==> config.mk <==
export PLATFORM = sky130hd
export DESIGN_NAME = fsr_readout
export DESIGN_NICKNAME = d
export VERILOG_FILES = /design/src/rtl/fsr_pkg.sv /design/src/rtl/fsr_filter.sv /design/src/rtl/fsr_settings.sv /design/src/rtl/fsr_readout.sv
export SDC_FILE = /design/constraint.sdc
export NUM_CORES = 1
export LEC_CHECK = 0
export ABC_CLOCK_PERIOD_IN_PS = 18500
export BUFFER_PORTS_ARGS = -buffer_cell sky130_fd_sc_hd__buf_2
export CAP_MARGIN = 20
export CELL_PAD_IN_SITES_DETAIL_PLACEMENT = 0
export CELL_PAD_IN_SITES_GLOBAL_PLACEMENT = 2
export CORE_ASPECT_RATIO = 1.25
export CORE_MARGIN = 2
export CORE_UTILIZATION = 42
export DETAILED_ROUTE_END_ITERATION = 7
export PLACE_DENSITY = 0.84
export SLEW_MARGIN = 30
export SYNTH_ARGS = -nofsm -noshare
export SYNTH_HDL_FRONTEND = slang
export SYNTH_SLANG_ARGS = --single-unit
==> constraint.sdc <==
create_clock -name clock_in -period 18.5 [get_ports clock_in]
set_input_delay 0.925 -clock clock_in [delete_from_list [all_inputs] [get_ports clock_in]]
set_output_delay 0.925 -clock clock_in [all_outputs]
set_load 0.02 [all_outputs]
==> src/rtl/fsr_pkg.sv <==
// Shared constants for the flux sensor serial readout block
package fsr_pkg;
  localparam int unsigned CLK_MHZ = 100;
  localparam int unsigned T_HOLD1_NS = 10;
  localparam int unsigned T_TRACK2_US = 32;
  localparam int unsigned T_HOLD2_US = 96;
  localparam int unsigned HOLD1_CYC_RAW = (T_HOLD1_NS * CLK_MHZ + 999) / 1000;
  localparam int unsigned HOLD1_CYC = (HOLD1_CYC_RAW < 1) ? 1 : HOLD1_CYC_RAW;
  localparam int unsigned TRACK2_CYC = T_TRACK2_US * CLK_MHZ;
  localparam int unsigned HOLD2_CYC = T_HOLD2_US * CLK_MHZ;
  localparam int unsigned ACQ_CNT_W = 16;

  localparam int unsigned RESULT_W = 12;
  localparam int unsigned FILT_W = 3;
  localparam int unsigned GAIN_W = 6;
  localparam int unsigned FRAC_W = 7;
  localparam int unsigned FRAME_BITS = 16;
  localparam int unsigned BIT_CNT_W = 5;
  localparam logic [1:0] WR_PREFIX = 2'h2;
  localparam int unsigned PFX_HI = 15;
  localparam int unsigned PFX_LO = 14;
  localparam int unsigned FILT_HI = 13;
  localparam int unsigned FILT_LO = 11;
  localparam int unsigned GAIN_HI = 10;
  localparam int unsigned GAIN_LO = 5;
  localparam int unsigned BURN_BIT = 0;
  localparam logic [11:0] MID_SCALE = 12'h800;
  localparam logic [11:0] FULL_SCALE = 12'hFFF;
  // Gain = (GAIN_BASE + 2*code)/256: 0.75 .. 1.24 in 0.78 percent steps
  localparam logic [8:0] GAIN_BASE = 9'h0C0;
  localparam int unsigned GAIN_SHIFT = 8;

  typedef enum logic [1:0] {FSR_ACQ_TRACK1, FSR_ACQ_HOLD1, FSR_ACQ_TRACK2, FSR_ACQ_CONV} fsr_acq_e;
endpackage

==> src/rtl/fsr_filter.sv <==
// Gain trim and moving-average filter on each conversion result
`timescale 1ns/1ps
`default_nettype none
module fsr_filter
  import fsr_pkg::*;
(
  input wire logic clock_in,
  input wire logic sys_rst_in,
  input wire logic sample_valid_in,
  input wire logic [RESULT_W-1:0] sample_in,
  input wire logic [FILT_W-1:0] filt_sel_in,
  input wire logic [GAIN_W-1:0] gain_trim_in,
  output logic [RESULT_W-1:0] result_out
);
  localparam int unsigned ACC_W = RESULT_W + FRAC_W + 2;
  logic signed [ACC_W-1:0] acc;
  logic signed [ACC_W-1:0] next_acc;
  logic signed [12:0] diff;
  logic signed [9:0] gain;
  logic signed [23:0] prod;
  logic signed [15:0] scaled;
  logic [RESULT_W-1:0] trimmed;
  logic signed [ACC_W-1:0] target;
  logic signed [ACC_W-1:0] delta;
  logic signed [ACC_W-1:0] step;

  always_comb begin
    // Scale about midscale so zero field stays at 2048
    diff = $signed({1'b0, sample_in}) - $signed({1'b0, MID_SCALE});
    gain = $signed({1'b0, GAIN_BASE + {2'h0, gain_trim_in, 1'b0}});
    prod = diff * gain;
    scaled = 16'(prod >>> GAIN_SHIFT) + 16'(MID_SCALE);
    if (scaled < 0) begin
      trimmed = '0;
    end else if (scaled > $signed({4'h0, FULL_SCALE})) begin
      trimmed = FULL_SCALE;
    end else begin
      trimmed = scaled[RESULT_W-1:0];
    end
    target = $signed({2'h0, trimmed, {FRAC_W{1'b0}}});
    delta = target - acc;
    step = delta >>> filt_sel_in;
    // Nudge a vanishing step so a steady input settles exactly
    if (step == 0 && delta != 0) begin
      step = (delta < 0) ? '1 : ACC_W'(1);
    end
    next_acc = acc;
    if (sample_valid_in) begin
      next_acc = (filt_sel_in == '0) ? target : acc + step;
    end
  end

  always_ff @(posedge clock_in) begin
    if (sys_rst_in) begin
      acc <= '0;
      result_out <= '0;
    end else begin
      acc <= next_acc;
      result_out <= next_acc[FRAC_W +: RESULT_W];
    end
  end
endmodule
`default_nettype wire

==> src/rtl/fsr_settings.sv <==
// Trim and filter settings: power-up load, preview writes, burn sequencing
`timescale 1ns/1ps
`default_nettype none
module fsr_settings
  import fsr_pkg::*;
(
  input wire logic clock_in,
  input wire logic sys_rst_in,
  input wire logic [FILT_W+GAIN_W-1:0] otp_stored_in,
  input wire logic write_valid_in,
  input wire logic [FILT_W-1:0] write_filt_in,
  input wire logic [GAIN_W-1:0] write_gain_in,
  input wire logic write_burn_in,
  input wire logic frame_start_in,
  output logic [FILT_W-1:0] filt_sel_out,
  output logic [GAIN_W-1:0] gain_trim_out,
  output logic otp_prog_out,
  output logic [FILT_W+GAIN_W-1:0] otp_prog_data_out
);
  logic loaded;
  logic burn_pending;
  logic [FILT_W+GAIN_W-1:0] burn_data;
  logic next_loaded;
  logic next_burn_pending;
  logic [FILT_W+GAIN_W-1:0] next_burn_data;
  logic [FILT_W-1:0] next_filt;
  logic [GAIN_W-1:0] next_gain;
  logic next_prog;
  logic [FILT_W+GAIN_W-1:0] next_prog_data;

  always_comb begin
    next_loaded = 1'b1;
    next_filt = filt_sel_out;
    next_gain = gain_trim_out;
    next_burn_pending = burn_pending;
    next_burn_data = burn_data;
    next_prog = 1'b0;
    next_prog_data = otp_prog_data_out;
    if (!loaded) begin
      {next_filt, next_gain} = otp_stored_in;
    end
    // Burn fires on the select fall after the arming write
    if (frame_start_in && burn_pending) begin
      next_prog = 1'b1;
      next_prog_data = burn_data;
      next_burn_pending = 1'b0;
    end
    if (write_valid_in) begin
      next_filt = write_filt_in;
      next_gain = write_gain_in;
      next_burn_pending = write_burn_in;
      next_burn_data = {write_filt_in, write_gain_in};
    end
  end

  always_ff @(posedge clock_in) begin
    if (sys_rst_in) begin
      loaded <= 1'b0;
      filt_sel_out <= '0;
      gain_trim_out <= '0;
      burn_pending <= 1'b0;
      burn_data <= '0;
      otp_prog_out <= 1'b0;
      otp_prog_data_out <= '0;
    end else begin
      loaded <= next_loaded;
      filt_sel_out <= next_filt;
      gain_trim_out <= next_gain;
      burn_pending <= next_burn_pending;
      burn_data <= next_burn_data;
      otp_prog_out <= next_prog;
      otp_prog_data_out <= next_prog_data;
    end
  end
endmodule
`default_nettype wire

==> src/rtl/fsr_readout.sv <==
// Top of the flux sensor readout: serial slave, acquisition timing, result path
`timescale 1ns/1ps
`default_nettype none
module fsr_readout
  import fsr_pkg::*;
#(
  parameter int unsigned HOLD2_CYCLES = HOLD2_CYC
)(
  input wire logic clock_in,
  input wire logic sys_rst_in,
  input wire logic select_n_in,
  input wire logic sclk_in,
  input wire logic serial_in,
  input wire logic adc_valid_in,
  input wire logic [RESULT_W-1:0] adc_data_in,
  input wire logic [FILT_W+GAIN_W-1:0] otp_stored_in,
  output logic serial_out_out,
  output logic serial_out_oe_out,
  output logic hold1_out,
  output logic track2_out,
  output logic convert_start_out,
  output logic [FILT_W-1:0] filt_sel_out,
  output logic [GAIN_W-1:0] gain_trim_out,
  output logic otp_prog_out,
  output logic [FILT_W+GAIN_W-1:0] otp_prog_data_out
);
  localparam int unsigned NSYNC = 3;
  localparam int unsigned IDX_SEL = 0;
  localparam int unsigned IDX_SCK = 1;
  localparam int unsigned IDX_SDI = 2;
  localparam logic [ACQ_CNT_W-1:0] TRACK2_AT = ACQ_CNT_W'(TRACK2_CYC);
  localparam logic [ACQ_CNT_W-1:0] HOLD2_AT = ACQ_CNT_W'(HOLD2_CYCLES);
  localparam logic [ACQ_CNT_W-1:0] HOLD1_AT = ACQ_CNT_W'(HOLD1_CYC);
  // Select idles high, serial clock and input idle low
  localparam logic [NSYNC-1:0] PIN_IDLE = NSYNC'(1) << IDX_SEL;

  // Pin synchronisers: three stages, change accepted when stages two and three agree
  logic [NSYNC-1:0] pin_raw;
  logic [NSYNC-1:0] sync1;
  logic [NSYNC-1:0] sync2;
  logic [NSYNC-1:0] sync3;
  logic [NSYNC-1:0] pin_stable;
  logic [NSYNC-1:0] next_pin_stable;
  logic [NSYNC-1:0] pin_prev;

  assign pin_raw = {serial_in, sclk_in, select_n_in};

  genvar gi;
  generate
    for (gi = 0; gi < NSYNC; gi++) begin : g_sync
      always_comb begin
        next_pin_stable[gi] = (sync2[gi] == sync3[gi]) ? sync3[gi] : pin_stable[gi];
      end
      always_ff @(posedge clock_in) begin
        if (sys_rst_in) begin
          // Reset to each pin's idle level so no false edge follows reset
          sync1[gi] <= PIN_IDLE[gi];
          sync2[gi] <= PIN_IDLE[gi];
          sync3[gi] <= PIN_IDLE[gi];
          pin_stable[gi] <= PIN_IDLE[gi];
          pin_prev[gi] <= PIN_IDLE[gi];
        end else begin
          sync1[gi] <= pin_raw[gi];
          sync2[gi] <= sync1[gi];
          sync3[gi] <= sync2[gi];
          pin_stable[gi] <= next_pin_stable[gi];
          pin_prev[gi] <= pin_stable[gi];
        end
      end
    end
  endgenerate

  logic sel_low;
  logic sel_fall;
  logic sel_rise;
  logic sck_rise;
  logic sck_fall;
  logic sdi_level;

  always_comb begin
    sel_low = ~pin_stable[IDX_SEL];
    sel_fall = pin_prev[IDX_SEL] & ~pin_stable[IDX_SEL];
    sel_rise = ~pin_prev[IDX_SEL] & pin_stable[IDX_SEL];
    // Clock edges only count inside a frame
    sck_rise = sel_low & ~pin_prev[IDX_SCK] & pin_stable[IDX_SCK];
    sck_fall = sel_low & pin_prev[IDX_SCK] & ~pin_stable[IDX_SCK];
    sdi_level = pin_stable[IDX_SDI];
  end

  // Serial frame: input shifter, output shifter, bit count
  logic [RESULT_W-1:0] result_word;
  logic [FRAME_BITS-1:0] in_shift;
  logic [RESULT_W-1:0] out_shift;
  logic [BIT_CNT_W-1:0] bit_cnt;
  logic [FRAME_BITS-1:0] next_in_shift;
  logic [RESULT_W-1:0] next_out_shift;
  logic [BIT_CNT_W-1:0] next_bit_cnt;
  logic next_serial_out;
  logic next_oe;
  logic write_valid;
  logic next_write_valid;

  always_comb begin
    next_in_shift = in_shift;
    next_out_shift = out_shift;
    next_bit_cnt = bit_cnt;
    next_serial_out = serial_out_out;
    next_oe = sel_low;
    next_write_valid = 1'b0;
    if (sel_fall) begin
      // Result produced in the previous interval is presented now
      next_out_shift = result_word;
      next_serial_out = result_word[RESULT_W-1];
      next_bit_cnt = '0;
      next_in_shift = '0;
    end else begin
      if (sck_rise) begin
        next_in_shift = {in_shift[FRAME_BITS-2:0], sdi_level};
        if (bit_cnt != BIT_CNT_W'(FRAME_BITS + 1)) begin
          next_bit_cnt = bit_cnt + BIT_CNT_W'(1);
        end
      end
      if (sck_fall) begin
        next_out_shift = {out_shift[RESULT_W-2:0], 1'b0};
        next_serial_out = out_shift[RESULT_W-2];
      end
    end
    // A frame counts as a write only with the 10 prefix and exactly sixteen bits
    if (sel_rise && bit_cnt == BIT_CNT_W'(FRAME_BITS) && in_shift[PFX_HI:PFX_LO] == WR_PREFIX) begin
      next_write_valid = 1'b1;
    end
    // Any other frame, including one starting with input low, is a plain read
    if (!sel_low) begin
      next_serial_out = 1'b0;
    end
  end

  always_ff @(posedge clock_in) begin
    if (sys_rst_in) begin
      in_shift <= '0;
      out_shift <= '0;
      bit_cnt <= '0;
      serial_out_out <= 1'b0;
      serial_out_oe_out <= 1'b0;
      write_valid <= 1'b0;
    end else begin
      in_shift <= next_in_shift;
      out_shift <= next_out_shift;
      bit_cnt <= next_bit_cnt;
      serial_out_out <= next_serial_out;
      serial_out_oe_out <= next_oe;
      write_valid <= next_write_valid;
    end
  end

  // Acquisition timing runs from the select fall alone
  fsr_acq_e acq_state;
  fsr_acq_e next_acq_state;
  logic [ACQ_CNT_W-1:0] acq_cnt;
  logic [ACQ_CNT_W-1:0] next_acq_cnt;
  logic next_hold1;
  logic next_track2;
  logic next_convert;

  always_comb begin
    next_acq_state = acq_state;
    next_acq_cnt = acq_cnt;
    next_convert = 1'b0;
    if (acq_state != FSR_ACQ_TRACK1 && acq_cnt != '1) begin
      next_acq_cnt = acq_cnt + ACQ_CNT_W'(1);
    end
    unique case (acq_state)
      FSR_ACQ_TRACK1: begin
      end
      FSR_ACQ_HOLD1: begin
        if (acq_cnt >= TRACK2_AT - HOLD1_AT) begin
          next_acq_state = FSR_ACQ_TRACK2;
        end
      end
      FSR_ACQ_TRACK2: begin
        if (acq_cnt >= HOLD2_AT - HOLD1_AT) begin
          next_acq_state = FSR_ACQ_CONV;
          next_convert = 1'b1;
        end
      end
      FSR_ACQ_CONV: begin
        if (adc_valid_in) begin
          next_acq_state = FSR_ACQ_TRACK1;
        end
      end
    endcase
    // A new select fall restarts acquisition whatever the state
    if (sel_fall) begin
      next_acq_state = FSR_ACQ_HOLD1;
      next_acq_cnt = '0;
      next_convert = 1'b0;
    end
    next_hold1 = (next_acq_state != FSR_ACQ_TRACK1);
    next_track2 = (next_acq_state == FSR_ACQ_TRACK2);
  end

  always_ff @(posedge clock_in) begin
    if (sys_rst_in) begin
      acq_state <= FSR_ACQ_TRACK1;
      acq_cnt <= '0;
      hold1_out <= 1'b0;
      track2_out <= 1'b0;
      convert_start_out <= 1'b0;
    end else begin
      acq_state <= next_acq_state;
      acq_cnt <= next_acq_cnt;
      hold1_out <= next_hold1;
      track2_out <= next_track2;
      convert_start_out <= next_convert;
    end
  end

  // Only a conversion that was actually started is accepted
  logic conv_accept;
  always_comb begin
    conv_accept = adc_valid_in && acq_state == FSR_ACQ_CONV && !sel_fall;
  end

  fsr_settings u_settings (
    .clock_in(clock_in),
    .sys_rst_in(sys_rst_in),
    .otp_stored_in(otp_stored_in),
    .write_valid_in(write_valid),
    .write_filt_in(in_shift[FILT_HI:FILT_LO]),
    .write_gain_in(in_shift[GAIN_HI:GAIN_LO]),
    .write_burn_in(in_shift[BURN_BIT]),
    .frame_start_in(sel_fall),
    .filt_sel_out(filt_sel_out),
    .gain_trim_out(gain_trim_out),
    .otp_prog_out(otp_prog_out),
    .otp_prog_data_out(otp_prog_data_out)
  );

  fsr_filter u_filter (
    .clock_in(clock_in),
    .sys_rst_in(sys_rst_in),
    .sample_valid_in(conv_accept),
    .sample_in(adc_data_in),
    .filt_sel_in(filt_sel_out),
    .gain_trim_in(gain_trim_out),
    .result_out(result_word)
  );
endmodule
`default_nettype wire

==> impl_summary.md, run 1 <==
Clock tree
The clock reaches the later pin of the worst-skew pair after 430 ps. The post-cts sizing count is 0. The root buffer cell chosen for the clock tree is clkbuf_16. TritonCTS built the clock tree. The hold buffer count at CTS is 0. For this design, the sink count on the clock tree is 121. The number of buffers created by CTS is 17. Clock-pin slew was measured on the worst setup and hold paths at 60 ps. The H-tree generated during clock tree synthesis spans 4 levels. The largest buffer count on any clock path is 2. The post-CTS setup buffer count is 0.

Critical path
The critical path starts at u_settings.gain_trim_out[0]$_SDFFE_PP0P_. The largest individual stage delay along the critical path comes from the cell dfxtp_1. The cell count of the worst reg-to-reg path is 41. The type of element launching the critical path is a register. Of all nets on the critical path, the largest fanout is 16. The critical path in this run is classified as reg2reg.

The data required time of the worst path is 18820 ps. The worst setup path is captured at a register. On the worst path, the slowest cell contributes a delay of 750 ps. The data arrival time at the worst-slack endpoint is 13360 ps. The launch point of the worst reg-to-reg path is u_settings.gain_trim_out[0]$_SDFFE_PP0P_.

Drt
In the final routed layout, each cell accounts on average for 16.9 um. The routed design uses 14400 um of met2 wire. The final route contains 9264 vias. The count of nets left with antenna violations after detail routing is 0.

In the routed layout, each cell is associated on average with a via count of 5.42. The final routed wirelength across all metal layers is 28900 um. The first routing iteration left 367 violations. The met3 routed wirelength is 743 um. The first detailed-routing pass ran for 5 iterations. The DRC violations left is 0.

In the final routing, the length of wire on met1 measures 12800 um. In this run the top signal layer used is met4.

Die
The number of rows in the core area is 66. The horizontal die dimension is 149 um. The standard cell core area is 25800 um^2. The height of the chip is 185 um.

The I/O pin total is 51. The initial utilization of the core area, before any placement, comes to 42.4%. The floorplan step defined a die boundary enclosing 27400 um^2.

Synth
The synthesized design spends more area on one cell type than any other, namely dfxtp_1. The fraction of synthesis flops using an asynchronous set or reset pin is 0%. The count of flip-flops with a built-in enable after synthesis is 0.

The portion of synthesized cell area occupied by the leading cell type is 22.1%. The average footprint of a synthesized cell is 8.16 um^2. The number of nets handed over by synthesis was 1533.

The sequential fraction of the synthesis area is 22.1%. The number of synthesis warnings is 0. After synthesis the cells add up to 11000 um^2.

The number of library cell types mapped by synthesis is 75. By area the synthesized netlist is led by dfxtp_1 22%, fa_1 13%, ha_1 10%. Among all flip-flop cells after synthesis, the most frequent one is dfxtp_1. By count the netlist is led by 153 x nand2_1, 132 x nor2_1, 121 x dfxtp_1. The most instantiated library cell after synthesis is nand2_1. Synthesis handed over a netlist of 1345 instances.

The post-synthesis register bit count is 121.

Timing
The maximum frequency from static timing analysis is 0.0767 GHz. The clock period could shrink to 13040 ps. The smallest setup slack after layout is 5460 ps. Clock skew on the completed layout was measured at 11.2 ps. The max-slew violation total from the final report is 0. The worst pin sits at a relative slew slack of 42.6%.

The transition time of the tightest slew-check pin is 861 ps. The setup TNS is 0 ps. Setup repair after global routing left no endpoint under its margin. Of the available clock period, the critical path in the final layout requires 70.5%. The total setup violations reported at the end of the flow is 0.

The hold violation total from the final report is 0.

Job
Across the run, the number of max-cap violations was 0.

Placement
Once detailed placement completed, the half-perimeter wirelength came to 22800 um. Buffers placed on the I/O ports in this run total 50. At the end of routability-driven placement, the weighted congestion stood at 0.904. The worst slack after detailed placement is 5190 ps. The placed cell count is 1677.

GRT
The first global-routing pass estimated 47700 um of wire. Entering global routing, the biggest net connects 79 pins. The number of antenna violations at the first check in global routing came to 0.

Global routing finished with a remaining overflow of 0. The overall global routing resource usage is 21.8%. The via count of the first global-routing pass is 9167.

Hold path
Counting instances, the worst hold path has a depth of 1. The min-delay analysis places its worst path in the category reg2reg. The beginning of the worst hold path is sync1[0]$_SDFF_PP1_.

Cells and area
0 antenna diodes ended up in the layout. The area growth from synthesis to final layout is 9.74%. After the last flow step, the layout net total stands at 1544. Measured on the finished design, the core utilization comes to 46.6%. The non-filler instance count after layout is 1709. The ratio of cells with drive above 1 in the final layout is 9.57%.

Run status
The run finished with clean final reports.
cell usage in the layout, fill, tap and decap left out, types with 42 or more instances in the layout:
master,netlist,layout
nand2_1,153,153
nor2_1,132,131
dfxtp_1,121,120
inv_1,109,109
a21oi_1,105,105
ha_1,91,91
fa_1,70,70
mux2i_1,55,55
buf_2,8,50
o21ai_0,42,42
area by class of cell:
| cell class | count | area (um^2) |
|---|---|---|
| clock buffer | 18 | 439 |
| clock inverter | 14 | 138 |
| fill | 2600 | 13800 |
| inverter | 112 | 420 |
| multi-input combinational | 1043 | 7860 |
| sequential | 121 | 2420 |
| tap | 340 | 425 |
| timing repair buffer | 61 | 333 |
path summary, 6_finish.rpt:
kind	endpoint	slack (ps)
max	u_filter.acc[19]$_SDFFE_PP0P_	5460
min	sync2[0]$_SDFF_PP1_	420
max reg2reg	u_filter.acc[19]$_SDFFE_PP0P_	5460
min reg2reg	sync2[0]$_SDFF_PP1_	420
metal layers:
metal | vias up | track usage [%]
met5 | - | 0
met4 | 0 | 8.91
met3 | 55 | 2.50
met2 | 152 | 38.7
met1 | 4409 | 26.9
li1 | 4648 | -
critical path, delay by kind of cell (launching register included):
kind | cells | cell delay (ps)
and+or+nand+nor | 5 | 1740
xor gates and xnor gates | 1 | 160
AOI/OAI and AO/OA | 21 | 6180
adders and majority gates | 8 | 3290
buffers and inverters | 3 | 160
DFF | 1 | 750
muxes | 3 | 640
state kept, by name, summed over array words and instances, names as in the netlist, 6 cells and up:
register / flops
out_shift: 11
in_shift: 16
u_filter.result_out: 12
u_filter.acc: 9
u_settings.burn_data: 9
acq_cnt: 16
u_settings.otp_prog_data_out: 9
u_settings.gain_trim_out: 6
stage by stage:
step | hold slack [ps] | cell area, um^2
after floorplan | 389 | 11000
after global placement | 395 | 11500
after detailed placement | 410 | 11500
after CTS | 426 | 12000
after global routing | 428 | 12000
final | 420 | 12000
cells by family (layout without fill, tap and decap cells):
group           Yosys count  count (layout)  synth area share, %
simple gates            460             460                 19.8
compound gates          293             293                 17.4
buf+inv                 181             205                 6.42
fa+ha+maj               161             161                 23.1
flops                   121             121                 22.1
xor+xnor                 66              66                 5.27
mux                      62              62                 5.84
other cells               1               1               0.0342
Power of run 1 is not shown: default switching activity piles up to over one toggle a cycle in this logic, so the estimate is an artifact.
==> inputs of run 2 (changes only) <==
Settings changed: ABC_CLOCK_PERIOD_IN_PS 18500 to 13100, CORE_UTILIZATION 42 to 39, PLACE_DENSITY 0.84 to 0.78.
Clock period 18.5 ns to 13.1 ns, I/O delays scaled along.
==> impl_summary.md, run 2 (synthesized netlist as in run 1, its figures left out) <==
Drt
The first-iteration detailed-routing DRC count is 422 (+15%). The average vias per placed instance is 5.35 (-1.2%). The average wire length per cell after detail routing came to 17.0 um (+0.51%).

The count of nets left with antenna violations after detail routing came to 0 (unchanged). The number of detailed-routing iterations run before antenna repair is 4 (-1). The DRC violations left is 0 (unchanged). The count of vias placed by the detailed router is 9242 (-0.24%). The final routed wirelength across all metal layers was 29300 um (+1.5%).

Clock tree
The hold buffer count at CTS was 0 (unchanged). The clock edge transition at the registers on the reported setup and hold paths is 60 ps (about the same). The TritonCTS clock tree is yes. The largest buffer count on any clock path was 2 (unchanged).

The post-cts sizing count is 0 (unchanged). The number of clock sinks seen by CTS came to 121 (unchanged). The number of buffers created by CTS is 17 (unchanged). The cell sitting at the root of the clock tree is a clkbuf_16.

The clock latency on the worst-skew pair is 410 ps (-20 ps). The CTS H-tree depth came to 4 (unchanged). The post-CTS setup buffer count is 0 (unchanged).

Die
The I/O pin total is 51 (unchanged). The effective utilization at floorplan came to 39.7% (-2.8 points). The standard cell core area is 27700 um^2 (+7.0%). The height of the chip was 192 um (+3.7%). The horizontal die dimension is 154 um (+3.7%). The number of rows in the core area came to 68 (+3.0%). The area of the die came to 29500 um^2 (+7.5%).

Critical path
The kind of critical path is reg2reg. The stage delay of the slowest cell on the critical path came to 630 ps (-120 ps). The worst register-to-register path ends at u_filter.acc[19]$_SDFFE_PP0P_. The slowest stage of the critical path belongs to the cell or4_1. The launch point of the worst reg-to-reg path is u_settings.gain_trim_out[5]$_SDFFE_PP0P_. The data arrival time at the worst-slack endpoint is 12350 ps (-1010 ps). The reg2reg setup slack was 1060 ps (-4400 ps).

The data required time of the worst path came to 13400 ps (-5420 ps). The maximum fanout along the worst path is 11 (-5). The cell count of the worst reg-to-reg path is 40 (-2.4%). The type of element launching the critical path is a register.

The worst setup path is captured at a register.

Timing
The hold violation total from the final report was 0 (unchanged). The ratio of final minimum period to clock period is 91.9% (+21 points). The transition time of the tightest slew-check pin came to 850 ps (-11.2 ps). The total setup violations reported at the end of the flow is 0 (unchanged). The maximum frequency from static timing analysis is 0.0830 GHz (+8.3%).

Setup repair after global routing left no endpoint under its margin. The worst clock skew is 15.7 ps (+4.45 ps). The relative slew slack came to 43.4% (+0.75 points). The setup TNS came to 0 ps (unchanged). The final critical path time including I/O delays and setup was 12040 ps (-997 ps). The max-slew violation total from the final report is 0 (unchanged).

Placement
The final weighted congestion of routability-driven global placement is 0.850 (-6.0%). The post-detailed-placement half-perimeter wirelength is 23000 um (+1.2%). The count of input and output buffers is 50 (unchanged).

Cells and area
The ratio of cells with drive above 1 in the final layout was 9.96% (+0.39 points). The final antenna diode count is 0 (unchanged). The top cell types in the final layout, fill and taps aside, are 153 x nand2_1, 131 x nor2_1, 121 x dfxtp_1. Compared with the post-synthesis result, the final layout area differs by 11.2%.

In the final layout, the registers with the most flip-flops are acq_cnt (16), in_shift (16), u_filter.result_out (12). The number of nets in the finished design is 1551 (+0.45%). The library cell used most frequently in the layout, excluding fill and tap cells, is nand2_1.

Hold path
The beginning of the worst hold path is sync1[0]$_SDFF_PP1_. The cell depth of the worst min-delay path is 1 (unchanged). The worst hold path terminates at sync2[0]$_SDFF_PP1_. The path class of the tightest hold or removal check is reg2reg.

GRT
The number of antenna violations at the first check in global routing is 0 (unchanged). The wire length of the first global-routing pass is 48600 um (+2.0%). The via count of the first global-routing pass is 9290 (+1.3%). The maximum number of pins on one net before global-route repair is 79 (unchanged). The overall global routing resource usage is 20.5% (-1.3 points). The total global routing overflow was 0 (unchanged).

Run status
The flow ran to the end, and the final reports show no timing, DRC or antenna violations.

Job
The number of violations of the max-capacitance limit is 0 (unchanged).
## run 2: cell count changes in the layout (fill, tap and decap cells not counted), moves of 2 or more
| cell | delta |
|---|---|
| buf_4 | +7 |
| inv_6 | -5 |
| bufinv_16 | +4 |
| a2111oi_0 | -2 |
| clkbuf_1 | +2 |
| clkinv_4 | +2 |
| clkinvlp_4 | -2 |
| inv_8 | -2 |
## run 2: worst max-delay path: cells and delay by family (launching register included)
| kind | cells | cell delay (ps) |
|---|---|---|
| AOI/OAI and AO/OA | 21 | 5370 |
| adders and majority gates | 8 | 3270 |
| and+or+nand+nor | 5 | 1750 |
| muxes | 3 | 670 |
| DFF | 1 | 600 |
| xor gates and xnor gates | 1 | 160 |
| buffers and inverters | 2 | 110 |
## run 2: layout make-up
cell class                 count  area, um^2
clock buffer                  21         460
tap                          350         438
sequential                   121        2420
fill                        2819       15500
clock inverter                11         194
timing repair buffer          68         385
multi-input combinational   1043        7880
inverter                     112         420
## run 2: metal layers
metal,vias to the layer above,global-route usage [%],routed length (um)
li1,4651,-,-
met1,4410,25.4,13100
met2,143,37.1,14700
met3,38,3.06,732
met4,0,5.75,790
met5,-,0,0
## run 2: how the worst max path moves through the flow
stage                                        startpoint                       endpoint  slack (ps)  depth (start not counted)
6_report       u_settings.gain_trim_out[5]$_SDFFE_PP0P_  u_filter.acc[19]$_SDFFE_PP0P_        1060                         40
5_1_grt        u_settings.gain_trim_out[5]$_SDFFE_PP0P_  u_filter.acc[19]$_SDFFE_PP0P_         170                         40
4_1_cts        u_settings.gain_trim_out[5]$_SDFFE_PP0P_  u_filter.acc[19]$_SDFFE_PP0P_         670                         40
3_5_place_dp                             adc_data_in[5]  u_filter.acc[19]$_SDFFE_PP0P_         520                         42
3_3_place_gp                             adc_data_in[5]  u_filter.acc[19]$_SDFFE_PP0P_         750                         42
2_1_floorplan  u_settings.gain_trim_out[2]$_SDFFE_PP0P_  u_filter.acc[19]$_SDFFE_PP0P_        1540                         47
## run 2: per-stage QoR
stage / utilization (%) / instances / hold WS [ps] / cell area (um^2) / worst slack, ps
after floorplan: - / 1345 / 389 / 11000 / 1540
after global placement: 41.7 / 1694 / 398 / 11500 / 752
after CTS: 44.1 / 1726 / 411 / 12200 / 666
after detailed placement: 41.7 / 1694 / 398 / 11500 / 516
final: 44.1 / 1726 / 409 / 12200 / 1060
after global routing: 44.1 / 1726 / 434 / 12200 / 174
Power of run 2 is left out for the same reason.
